<file path="config.mk">
export PLATFORM = sky130hd
export DESIGN_NAME = dims_host_flat
export DESIGN_NICKNAME = d
export VERILOG_FILES = /design/src/shared/dims_pkg.sv /design/src/shared/dims_if.sv /design/src/rtl/dims_host.sv /design/src/flat_wrapper.sv
export SDC_FILE = /design/constraint.sdc
export NUM_CORES = 1
export LEC_CHECK = 0
export BUFFER_PORTS_ARGS = -buffer_cell sky130_fd_sc_hd__buf_2
export CAP_MARGIN = 20
export CORE_AREA = 2 2 170 172
export DETAILED_ROUTE_END_ITERATION = 6
export DIE_AREA = 0 0 172 174
export HOLD_SLACK_MARGIN = 0.05
export PLACE_DENSITY_LB_ADDON = 0.12
export RECOVER_POWER = 25
export REMOVE_ABC_BUFFERS = 1
export SLEW_MARGIN = 0
export SYNTH_ARGS = -nofsm -noshare
export SYNTH_HDL_FRONTEND = slang
export SYNTH_SLANG_ARGS = --single-unit
</file>
<file path="constraint.sdc">
create_clock -name clk -period 2.35 [get_ports clk]
set_clock_uncertainty 0.15 [all_clocks]
set_input_delay 0.3525 -clock clk [delete_from_list [all_inputs] [get_ports clk]]
set_output_delay 0.3525 -clock clk [all_outputs]
set_load 0.005 [all_outputs]
</file>
<file path="src/shared/dims_pkg.sv">
// Constants shared by both ends of the dual interrupt mask/status unit
// Function
// - Each output has a 32-bit enable mask
// - Internal event sets its status flag to one
// - Output low while any enabled flag set
// - Flags set regardless of mask state
// - Writing one clears flag; zero leaves it
// - Output stays low until enabled flags cleared
// - After reset every mask bit is cleared
// - Reset-done is unmaskable; mask bit 15 ignored
// - Reset end sets second status bit 15
// - Second bits 0,2 use phase no-load detail
// - Second bits 16,17,18 use phase event detail
// - Second bits 23,24 use peak detail registers
// - First reversal and sign bits use sign detail
// - Host reads detail before writing status back
// - Host reads status to find the source
// - Host services on falling output edge
// - Host clears edge flag, writes status back
`default_nettype none
package dims_pkg;
  localparam int DATA_W = 32;
  localparam int ADDR_W = 16;
  localparam int DETAIL_W = 16;
  // Device register addresses on the link
  localparam logic [15:0] DEV_FIRST_INT_OUT_N_ENABLE_MASK = 16'h0010;
  localparam logic [15:0] DEV_SECOND_INT_OUT_N_ENABLE_MASK = 16'h0014;
  localparam logic [15:0] DEV_FIRST_INT_OUT_N_EVENT_FLAGS = 16'h0018;
  localparam logic [15:0] DEV_SECOND_INT_OUT_N_EVENT_FLAGS = 16'h001C;
  localparam logic [15:0] DEV_PH_NOLOAD = 16'h0020;
  localparam logic [15:0] DEV_PH_EVENT = 16'h0024;
  localparam logic [15:0] DEV_PH_SIGN = 16'h0028;
  localparam logic [15:0] DEV_I_PEAK = 16'h002C;
  localparam logic [15:0] DEV_V_PEAK = 16'h0030;
  localparam logic [15:0] DEV_SW_RESET = 16'h0034;
  // Field positions and groups
  localparam int RESET_DONE_BIT = 15;
  localparam logic [31:0] RESET_DONE_MASK = 32'h0000_8000;
  localparam logic [31:0] GRP_PH_NOLOAD = 32'h0000_0005;
  localparam logic [31:0] GRP_PH_EVENT = 32'h0007_0000;
  localparam logic [31:0] GRP_I_PEAK = 32'h0080_0000;
  localparam logic [31:0] GRP_V_PEAK = 32'h0100_0000;
  // Bits 6..13 and 18 of the first bank
  localparam logic [31:0] GRP_PH_SIGN = 32'h0004_3FC0;
  // Reset values
  localparam logic [31:0] MASK_RST = 32'h0000_0000;
  localparam logic [31:0] STATUS_RST = 32'h0000_0000;
  // Host APB register offsets
  localparam logic [7:0] HOST_CTRL = 8'h00;
  localparam logic [7:0] HOST_IRQ_STAT = 8'h04;
  localparam logic [7:0] HOST_IRQ_MASK = 8'h08;
  localparam logic [7:0] HOST_LAST_ST0 = 8'h0C;
  localparam logic [7:0] HOST_LAST_ST1 = 8'h10;
  localparam logic [7:0] HOST_LAST_DET = 8'h14;
  localparam int HIRQ_DONE0 = 0;
  localparam int HIRQ_DONE1 = 1;
  localparam int HIRQ_DETAIL = 2;
  localparam logic [2:0] HIRQ_RST = 3'h0;
  localparam logic CTRL_RST = 1'b0;
  typedef enum logic [3:0] {
    ST_IDLE = 4'b0001,
    ST_RD_STAT = 4'b0010,
    ST_RD_DET = 4'b0100,
    ST_WR_BACK = 4'b1000
  } dims_state_e;
endpackage
`default_nettype wire

</file>
<file path="src/shared/dims_if.sv">
// Link between the metering device and its host controller
`default_nettype none
interface dims_if;
  logic regReq;
  logic regWr;
  logic [15:0] regAddr;
  logic [31:0] regWdata;
  logic [31:0] regRdata;
  logic regAck;
  logic firstIntOutN;
  logic secondIntOutN;
  modport device (
    input regReq, regWr, regAddr, regWdata,
    output regRdata, regAck, firstIntOutN, secondIntOutN
  );
  modport host (
    output regReq, regWr, regAddr, regWdata,
    input regRdata, regAck, firstIntOutN, secondIntOutN
  );
endinterface
`default_nettype wire

</file>
<file path="src/rtl/dims_host.sv">
// Host end: edge-driven interrupt service engine with an APB slave
//
// Implementation choices: the APB slave port and the placing of the registers.
`default_nettype none
module dims_host (
  input wire logic clk,
  input wire logic sys_rst,
  input wire logic psel,
  input wire logic penable,
  input wire logic pwrite,
  input wire logic [7:0] paddr,
  input wire logic [31:0] pwdata,
  output logic [31:0] prdata,
  output logic pready,
  output logic pslverr,
  output logic irqOut,
  dims_if.host link
);
  dims_pkg::dims_state_e state_q;
  logic req_q;
  logic wr_q;
  logic [15:0] addr_q;
  logic [31:0] wdata_q;
  logic line1Sel_q;
  logic [4:0] need_q;
  logic prev0_q;
  logic prev1_q;
  logic pend0_q;
  logic pend1_q;
  logic enable_q;
  logic [2:0] hirq_q;
  logic [2:0] hmask_q;
  logic [31:0] lastSt0_q;
  logic [31:0] lastSt1_q;
  logic [31:0] lastDet_q;
  logic pready_q;
  logic pslverr_q;
  logic [31:0] prdata_q;
  logic irq_q;

  // Detail registers to read: noload, event, current_peak_detail, voltage_peak_detail, sign
  function automatic logic [4:0] detailNeed(input logic l1,
                                            input logic [31:0] st);
    detailNeed = l1 ? {1'b0, |(st & dims_pkg::GRP_V_PEAK),
      |(st & dims_pkg::GRP_I_PEAK), |(st & dims_pkg::GRP_PH_EVENT),
      |(st & dims_pkg::GRP_PH_NOLOAD)}
      : {|(st & dims_pkg::GRP_PH_SIGN), 4'h0};
  endfunction

  function automatic logic [15:0] detailAddr(input logic [4:0] n);
    detailAddr = n[0] ? dims_pkg::DEV_PH_NOLOAD :
      n[1] ? dims_pkg::DEV_PH_EVENT :
      n[2] ? dims_pkg::DEV_I_PEAK :
      n[3] ? dims_pkg::DEV_V_PEAK : dims_pkg::DEV_PH_SIGN;
  endfunction

  wire line0 = link.firstIntOutN;
  wire line1 = link.secondIntOutN;
  wire fall0 = prev0_q & ~line0;
  wire fall1 = prev1_q & ~line1;
  // A still-low line is also served, covering an event that raced the clear
  wire want0 = pend0_q | ~line0;
  wire want1 = pend1_q | ~line1;
  wire start = enable_q & (state_q == dims_pkg::ST_IDLE) & (want0 | want1);
  wire pick1 = ~want0;
  wire ack = link.regAck & req_q;
  wire [4:0] needNow = detailNeed(line1Sel_q, link.regRdata);
  wire [4:0] needNext = need_q & (need_q - 5'h01);
  wire [15:0] statAddr =
    line1Sel_q ? dims_pkg::DEV_SECOND_INT_OUT_N_EVENT_FLAGS : dims_pkg::DEV_FIRST_INT_OUT_N_EVENT_FLAGS;
  wire [31:0] statVal = line1Sel_q ? lastSt1_q : lastSt0_q;

  always_ff @(posedge clk)
  begin
    if (sys_rst)
    begin
      state_q <= dims_pkg::ST_IDLE;
      req_q <= 1'b0;
      wr_q <= 1'b0;
      addr_q <= 16'h0000;
      wdata_q <= 32'h0000_0000;
      line1Sel_q <= 1'b0;
      need_q <= 5'h00;
      lastSt0_q <= 32'h0000_0000;
      lastSt1_q <= 32'h0000_0000;
      lastDet_q <= 32'h0000_0000;
    end
    else
    begin
      case (state_q)
        dims_pkg::ST_IDLE:
        begin
          if (start)
          begin
            line1Sel_q <= pick1;
            req_q <= 1'b1;
            wr_q <= 1'b0;
            addr_q <= pick1 ? dims_pkg::DEV_SECOND_INT_OUT_N_EVENT_FLAGS
                            : dims_pkg::DEV_FIRST_INT_OUT_N_EVENT_FLAGS;
            state_q <= dims_pkg::ST_RD_STAT;
          end
        end
        dims_pkg::ST_RD_STAT:
        begin
          if (ack)
          begin
            if (line1Sel_q)
            begin
              lastSt1_q <= link.regRdata;
            end
            else
            begin
              lastSt0_q <= link.regRdata;
            end
            need_q <= needNow;
            wr_q <= needNow == 5'h00;
            addr_q <= needNow == 5'h00 ? statAddr
                                       : detailAddr(needNow);
            wdata_q <= link.regRdata;
            state_q <= needNow == 5'h00 ? dims_pkg::ST_WR_BACK
                                        : dims_pkg::ST_RD_DET;
          end
        end
        dims_pkg::ST_RD_DET:
        begin
          if (ack)
          begin
            lastDet_q <= link.regRdata;
            need_q <= needNext;
            wr_q <= needNext == 5'h00;
            addr_q <= needNext == 5'h00 ? statAddr
                                        : detailAddr(needNext);
            wdata_q <= statVal;
            state_q <= needNext == 5'h00 ? dims_pkg::ST_WR_BACK
                                         : dims_pkg::ST_RD_DET;
          end
        end
        dims_pkg::ST_WR_BACK:
        begin
          if (ack)
          begin
            req_q <= 1'b0;
            wr_q <= 1'b0;
            state_q <= dims_pkg::ST_IDLE;
          end
        end
        default:
        begin
          state_q <= dims_pkg::ST_IDLE;
        end
      endcase
    end
  end

  // Edge flag cleared as service starts; a new edge still wins
  always_ff @(posedge clk)
  begin
    if (sys_rst)
    begin
      prev0_q <= 1'b1;
      prev1_q <= 1'b1;
      pend0_q <= 1'b0;
      pend1_q <= 1'b0;
    end
    else
    begin
      prev0_q <= line0;
      prev1_q <= line1;
      pend0_q <= fall0 | (pend0_q & ~(start & ~pick1));
      pend1_q <= fall1 | (pend1_q & ~(start & pick1));
    end
  end

  wire apbAcc = psel & penable & pready_q;
  wire apbWr = apbAcc & pwrite;
  wire hitCtrl = paddr == dims_pkg::HOST_CTRL;
  wire hitStat = paddr == dims_pkg::HOST_IRQ_STAT;
  wire hitMask = paddr == dims_pkg::HOST_IRQ_MASK;
  wire hitSt0 = paddr == dims_pkg::HOST_LAST_ST0;
  wire hitSt1 = paddr == dims_pkg::HOST_LAST_ST1;
  wire hitDet = paddr == dims_pkg::HOST_LAST_DET;
  wire mapped = hitCtrl | hitStat | hitMask | hitSt0 | hitSt1 | hitDet;
  wire doneAck = ack & (state_q == dims_pkg::ST_WR_BACK);
  wire detAck = ack & (state_q == dims_pkg::ST_RD_DET);
  wire [2:0] hirqSet = {detAck, doneAck & line1Sel_q, doneAck & ~line1Sel_q};
  wire [2:0] hirqClr = (apbWr & hitStat) ? pwdata[2:0] : 3'h0;
  wire [2:0] hirq_d = (hirq_q & ~hirqClr) | hirqSet;
  wire [2:0] hmask_d = (apbWr & hitMask) ? pwdata[2:0] : hmask_q;
  wire [31:0] apbMux =
    hitCtrl ? {31'h0000_0000, enable_q} :
    hitStat ? {29'h0000_0000, hirq_q} :
    hitMask ? {29'h0000_0000, hmask_q} :
    hitSt0 ? lastSt0_q :
    hitSt1 ? lastSt1_q :
    hitDet ? lastDet_q : 32'h0000_0000;

  always_ff @(posedge clk)
  begin
    if (sys_rst)
    begin
      enable_q <= dims_pkg::CTRL_RST;
      hirq_q <= dims_pkg::HIRQ_RST;
      hmask_q <= dims_pkg::HIRQ_RST;
      pready_q <= 1'b0;
      pslverr_q <= 1'b0;
      prdata_q <= 32'h0000_0000;
      irq_q <= 1'b0;
    end
    else
    begin
      enable_q <= (apbWr & hitCtrl) ? pwdata[0] : enable_q;
      hirq_q <= hirq_d;
      hmask_q <= hmask_d;
      // One wait state: pready rises in the second access cycle
      pready_q <= psel & penable & ~pready_q;
      pslverr_q <= psel & penable & ~pready_q & ~mapped;
      prdata_q <= (psel & penable & ~pready_q & ~pwrite) ? apbMux : prdata_q;
      irq_q <= |(hirq_d & hmask_d);
    end
  end

  assign prdata = prdata_q;
  assign pready = pready_q;
  assign pslverr = pslverr_q;
  assign irqOut = irq_q;
  assign link.regReq = req_q;
  assign link.regWr = wr_q;
  assign link.regAddr = addr_q;
  assign link.regWdata = wdata_q;
endmodule
`default_nettype wire

</file>
<file path="src/flat_wrapper.sv">
// flat-port wrapper written by rule: the top's interface ports become plain ports
module dims_host_flat 
  (clk, sys_rst, psel, penable, pwrite, paddr, pwdata, prdata, pready, pslverr, irqOut, link_regReq, link_regWr, link_regAddr, link_regWdata, link_regRdata, link_regAck, link_firstIntOutN, link_secondIntOutN);
  dims_if link_i ();
  input wire logic clk;
  input wire logic sys_rst;
  input wire logic psel;
  input wire logic penable;
  input wire logic pwrite;
  input wire logic [7:0] paddr;
  input wire logic [31:0] pwdata;
  output logic [31:0] prdata;
  output logic pready;
  output logic pslverr;
  output logic irqOut;
  output wire logic [$bits(link_i.regReq)-1:0] link_regReq;
  output wire logic [$bits(link_i.regWr)-1:0] link_regWr;
  output wire logic [$bits(link_i.regAddr)-1:0] link_regAddr;
  output wire logic [$bits(link_i.regWdata)-1:0] link_regWdata;
  input wire logic [$bits(link_i.regRdata)-1:0] link_regRdata;
  input wire logic [$bits(link_i.regAck)-1:0] link_regAck;
  input wire logic [$bits(link_i.firstIntOutN)-1:0] link_firstIntOutN;
  input wire logic [$bits(link_i.secondIntOutN)-1:0] link_secondIntOutN;
  assign link_regReq = link_i.regReq;
  assign link_regWr = link_i.regWr;
  assign link_regAddr = link_i.regAddr;
  assign link_regWdata = link_i.regWdata;
  assign link_i.regRdata = link_regRdata;
  assign link_i.regAck = link_regAck;
  assign link_i.firstIntOutN = link_firstIntOutN;
  assign link_i.secondIntOutN = link_secondIntOutN;
  dims_host u_core (.clk(clk), .sys_rst(sys_rst), .psel(psel), .penable(penable), .pwrite(pwrite), .paddr(paddr), .pwdata(pwdata), .prdata(prdata), .pready(pready), .pslverr(pslverr), .irqOut(irqOut), .link(link_i));
endmodule
</file>
Word-level counts from Yosys, hierarchy flattened
Cells that the tools add are included.
Cells by class
  add/subtract/negate cells: 1
  eq/ne operators: 13
  multiplexer cells: 46
  bitwise operators: 46
  reductions and logical operators: 20
Operator list (count)
  32-bit two-way mux: 9
  16-bit two-way mux: 11
  32-bit one-hot mux with 2 select lines: 1
  16-bit one-hot mux with 3 select lines: 1
  5-bit two-way mux: 5
  4-bit two-way mux: 6
  1-bit bitwise AND: 22
  8-bit by 4-bit == test with 1-bit output, second input constant: 2
  8-bit by 5-bit == test with 1-bit output, second input constant: 2
  4-bit one-hot mux with 4 select lines: 1
  3-bit two-way mux: 4
  3-bit AND reduction: 4
  5-bit zero test: 2
  1-bit bitwise OR: 10
  5-bit one-hot mux with 2 select lines: 1
  1-bit NOT: 9
  9-bit OR reduction: 1
  8-bit by 3-bit == test with 1-bit output, second input constant: 1
  8-bit zero test: 1
  2-bit by 1-bit != test with 1-bit output, second input constant: 4
  4-bit AND reduction: 2
  3-bit bitwise AND: 2
  3-bit OR reduction: 2
  5-bit bitwise AND: 1
  16 further kinds: 22
Storage, ports and cells
  bits in registers: 202
  input port bits: 80
  output and inout bits: 85
  word-level logic and storage cells: 147

Logic depth before layout (Yosys ltp)
  word-level depth: 10
  gate-level depth with buffers: 8
  depth with buffers taken out: 6

Least setup slack after synthesis
OpenSTA, ideal clock, no wires.
  path kind: in2reg
  start: input paddr[1]
  end: register u_core.prdata_q[10], in the netlist u_core.prdata[10]
  setup time: 0.124 ns
  arrival time: 1.608 ns
  data required time: 2.076 ns
  path slack: 0.468 ns
  stages on the path: 7
  path buffers: 2
  cell sequence: or3_1 > nor2_1 > nand3_1 > clkbuf_1 > clkbuf_1 > o21ai_0 > o21ai_1
Between the ends
  word-level cells in the longest chain between the ends: 7
  elaborated cells between the ends (all ways): 12
  classes of those cells: eq/ne (5); mux (6); reduce/logical (1)
RTL lines
  from (decl): line flat_wrapper.sv:10  | input wire logic [7:0] paddr;
  8-bit by 5-bit == test with 1-bit output: line dims_host.sv:181  | wire hitDet = paddr == dims_pkg::HOST_LAST_DET;
  32-bit two-way mux: line dims_host.sv:195  | hitDet ? lastDet_q : 32'h0000_0000;
  32-bit two-way mux: line dims_host.sv:194  | hitSt1 ? lastSt1_q :
  32-bit two-way mux: line dims_host.sv:193  | hitSt0 ? lastSt0_q :
  32-bit two-way mux: line dims_host.sv:192  | hitMask ? {29'h0000_0000, hmask_q} :
  32-bit two-way mux: line dims_host.sv:191  | hitStat ? {29'h0000_0000, hirq_q} :
  32-bit two-way mux *: line dims_host.sv:190  | hitCtrl ? {31'h0000_0000, enable_q} :
  to (signal assigned): line dims_host.sv:217  | prdata_q <= (psel & penable & ~pready_q & ~pwrite) ? apbMux : prdata_q;
  to (decl): line dims_host.sv:38  | logic [31:0] prdata_q;
Mark *: on every way between the ends. The rest lies on a longest branch, timed or not.
A chain may end at the register's enable or synchronous reset.

Worst setup path after layout
  start: input link_regRdata[16]
  end: register u_core.state_q[2]
Between the ends
  word-level cells in the longest chain between the ends: 6
RTL lines
  from (decl): line flat_wrapper.sv:20  | input wire logic [$bits(link_i.regRdata)-1:0] link_regRdata;
  3-bit OR reduction: line dims_host.sv:45  | |(st & dims_pkg::GRP_I_PEAK), |(st & dims_pkg::GRP_PH_EVENT),
  5-bit two-way mux: line dims_host.sv:44  | detailNeed = l1 ? {1'b0, |(st & dims_pkg::GRP_V_PEAK),
  5-bit zero test: line dims_host.sv:120  | state_q <= needNow == 5'h00 ? dims_pkg::ST_WR_BACK
  4-bit two-way mux: line dims_host.sv:120
  4-bit two-way mux: line dims_host.sv:105  | if (ack)
  4-bit one-hot mux with 4 select lines: line dims_host.sv:90  | case (state_q)
  to (signal assigned): line dims_host.sv:100  | state_q <= dims_pkg::ST_RD_STAT;
  to (signal assigned): line dims_host.sv:120
  to (signal assigned): line dims_host.sv:134  | state_q <= needNext == 5'h00 ? dims_pkg::ST_WR_BACK
  to (decl): line dims_host.sv:19  | dims_pkg::dims_state_e state_q;
No other way between the ends. The select of a mux whose other input is x is not followed.

==> results.ini <==
[logic_synthesis]
async_flop_share = 0
synth_ff_type = dfxtp_1
ys_warn_count = 0
ys_ff_latch = 190
ys_types = 57
syn-cell-area_um2 = 8340
seq_area_frac_synth = 0.456
synth.avg_cell_area_um2 = 7.89
syn_inst = 1056
synth_edf_count = 0

[pwr]
leakagePower_nw = 3.49
powerDensity_nw_per_um2 = 618
seq_power_share = 0.506
combPwrFrac = 0.047
p_sw_w = 0.00163
intPower_w = 0.00475
p_clk_frac = 0.447
vdd_ir_drop_max_mv = 0.359
switching_share = 0.255

[setup_path]
cp.arrival_ns = 2.41
rr_endpoint = u_core.link.regWdata[2]
r2r_slack_ns = 0.20
worst_setup_path_start_kind = input pin
regToRegStartpoint = u_core.state_q[2]
crit_start = link_regRdata[16]
end_kind = flip-flop
slowest_delay_ns = 0.53
worstPathCellList = dlygate4sd3_1 > buf_2 > or3_4 > or4_4 > o22ai_2 > o21ai_1 > a22oi_1 > nor2_1
critPathSlowestCell = dlygate4sd3_1
crit_type = input pin to flip-flop
reg2reg_depth = 7
cp_max_fo = 5
critPathRequiredTime_ns = 2.52

[floorplanning]
ios = 165
die_h_um = 174
num_rows = 62
start_util = 0.295
die_area_um2 = 29900
core-area_um2 = 28200
die_w_um = 172

[cts]
cts_buffers = 17
clkSinkCount = 190
clock_latency_ns = 0.44
post_cts_resized = 0
cts_max_level = 4
clockBufferDepth = 2
cts_tree = built
hold_buffers = 31
ctsRootBufferMaster = clkbuf_16
clk_pin_slew_ns = 0.07
postCtsSetupBuffers = 0

[cells_and_area]
multiInputGateArea_um2 = 4150
drive_above_1_share = 0.163
utilization = 0.365
nFillCells = 3049
ff_latch_area_um2 = 3800
area_delta_synth_final_pct = 23.7
final_net_count = 1259
fin_area_um2 = 10300

[min_path]
min_path_cells = 3
hold-path-endpoint = u_core.lastSt0_q[23]
hold_class = input pin to flip-flop
hp-start = link_regRdata[23]

[sta]
finalSetupViolCount = 0
min_period_ns = 2.24
max-slew-margin-rel = 0.653
rsz0062_at_grt = no
fin_crit_sh = 0.954
finalHoldViolations = 0
max_freq_ghz = 0.446
tightestPinTransition_ns = 0.520
final_max_slew_viol_count = 0

[routing]
vias_per_cell = 4.83
drt_iter0_markers = 482
vias = 7619
finalWirelength_um = 27000
drc_errors = 0
wl_per_cell_um = 17.1
first_pass_iters = 4
ant_nets = 0

[outcome]
status = finished, final reports clean

[run]
max_cap_viol_count = 0

[global_routing]
antenna_found_initial = 1
grt_pass1_wl_um = 42200
grt_util_all_layers = 0.183
grt_pass1_vias = 7264
gr-total-overflow = 0
grt_max_degree = 105

[placement]
dpl.hpwl_um = 16500
placedInstanceArea_um2 = 9470
place.gp.congestion = 0.770
io_buffers = 123

-- flip-flops by register name (all words and copies together), names as in the netlist, 3 cells and up --
name                  cells
u_core.need_q             5
u_core.lastSt1_q         32
u_core.prdata            32
u_core.link.regAddr       4
u_core.hmask_q            3
u_core.hirq_q             3
u_core.lastDet_q         32
u_core.state_q            4
u_core.link.regWdata     32
u_core.lastSt0_q         32
-- per-stage QoR --
stage                     worst slack (ns)  total power [W]  hold WS, ns  setup TNS (ns)  std cells
after floorplan                      -6.63          0.00337        0.265         -453.82        971
after CTS                            0.131          0.00646       0.0522               0       1576
after global placement               0.191          0.00356        0.284               0       1513
after detailed placement             0.167          0.00356        0.287               0       1513
after global routing                0.0107          0.00664       0.0547               0       1577
final                                0.108          0.00638       0.0730               0       1577
-- logic make-up (layout without fill, tap and decap cells) --
family,count (synthesis),after routing,share of synthesized area
buffers and inverters,102,227,0.0593
AOI/OAI and AO/OA,312,312,0.224
and+or+nand+nor,409,409,0.208
xor gates and xnor gates,1,1,0.00105
muxes,39,39,0.0488
adders and majority gates,2,2,0.00240
other,1,13,0.000450
DFF,190,190,0.456
-- cells in the final DEF, fill, tap and decap left out, types with 3 or more instances in the layout --
cell type	instances
buf_12	10
o21ai_0	54
buf_4	26
nand3b_1	4
dfxtp_1	189
or3_1	4
a221oi_1	29
a21oi_1	147
inv_1	6
clkbuf_16	17
mux2_2	3
nor2b_1	8
conb_1	12
nor2_1	101
a22oi_1	5
o21ai_1	15
inv_8	5
and2_1	3
o22ai_1	3
clkbuf_1	28
nor2_4	4
nor3_1	12
nor3_2	5
nand3_1	8
a211oi_1	35
a21o_1	4
clkinv_4	4
mux2i_1	35
nand2b_1	3
buf_2	93
dlygate4sd3_1	31
nand2_1	239
-- power by group through the flow --
stage,sequential [W],clock (W),combinational [W]
floorplan,0.00330,0,0.0000696
global placement,0.00330,0,0.000261
detailed placement,0.00330,0,0.000260
CTS,0.00323,0.00293,0.000301
global route,0.00323,0.00308,0.000329
finish,0.00323,0.00285,0.000299
-- metal layers --
metal / track usage / up-vias / routed length, µm
met5: 0 / - / 0
met1: 0.247 / 3582 / 13000
met2: 0.304 / 136 / 12800
met4: 0.0455 / 0 / 255
met3: 0.0291 / 15 / 959
li1: - / 3886 / -
-- Yosys cell counts, types with 4 or more instances --
master	n	area, µm²
a22oi_1	5	37.5
or3_1	4	25.0
nand3b_1	4	30.0
a221oi_1	29	254
a21o_1	4	30.0
buf_4	12	90.1
nor3_2	4	40.0
o21ai_0	54	270
o21ai_1	15	75.1
dfxtp_1	190	3800
a211oi_1	36	270
nor2_1	105	394
inv_1	6	22.5
mux2i_1	35	350
nor2b_1	8	50.1
a21oi_1	147	736
nand2_1	240	901
nor3_1	14	70.1
clkbuf_1	53	199
nand3_1	9	45.0
buf_2	23	115
-- worst max-delay path by stage --
stage,endpoint,cells past startpoint
floorplan,u_core.lastDet_q[0],4
global placement,u_core.irqOut,7
detailed placement,u_core.irqOut,7
CTS,u_core.state_q[2],8
global route,u_core.link.regWdata[2],7
finish,u_core.state_q[2],8
-- area by class of cell --
| class | count | area share |
|---|---|---|
| repair buffers | 189 | 0.124 |
| well taps | 384 | 0.0466 |
| diodes | 1 | 0.000243 |
| clock inverters | 15 | 0.0141 |
| clock buffers | 17 | 0.0412 |
| inverters | 6 | 0.00218 |
| multi-input cells | 775 | 0.403 |
| flip-flops and latches | 190 | 0.369 |
-- worst max-delay path: cells and delay by family --
kind	cells	cell delay, ns
compound gates	3	0.46
buf+inv	2	0.69
simple gates	3	0.90
Note: power is estimated with default switching activity, not from simulation.
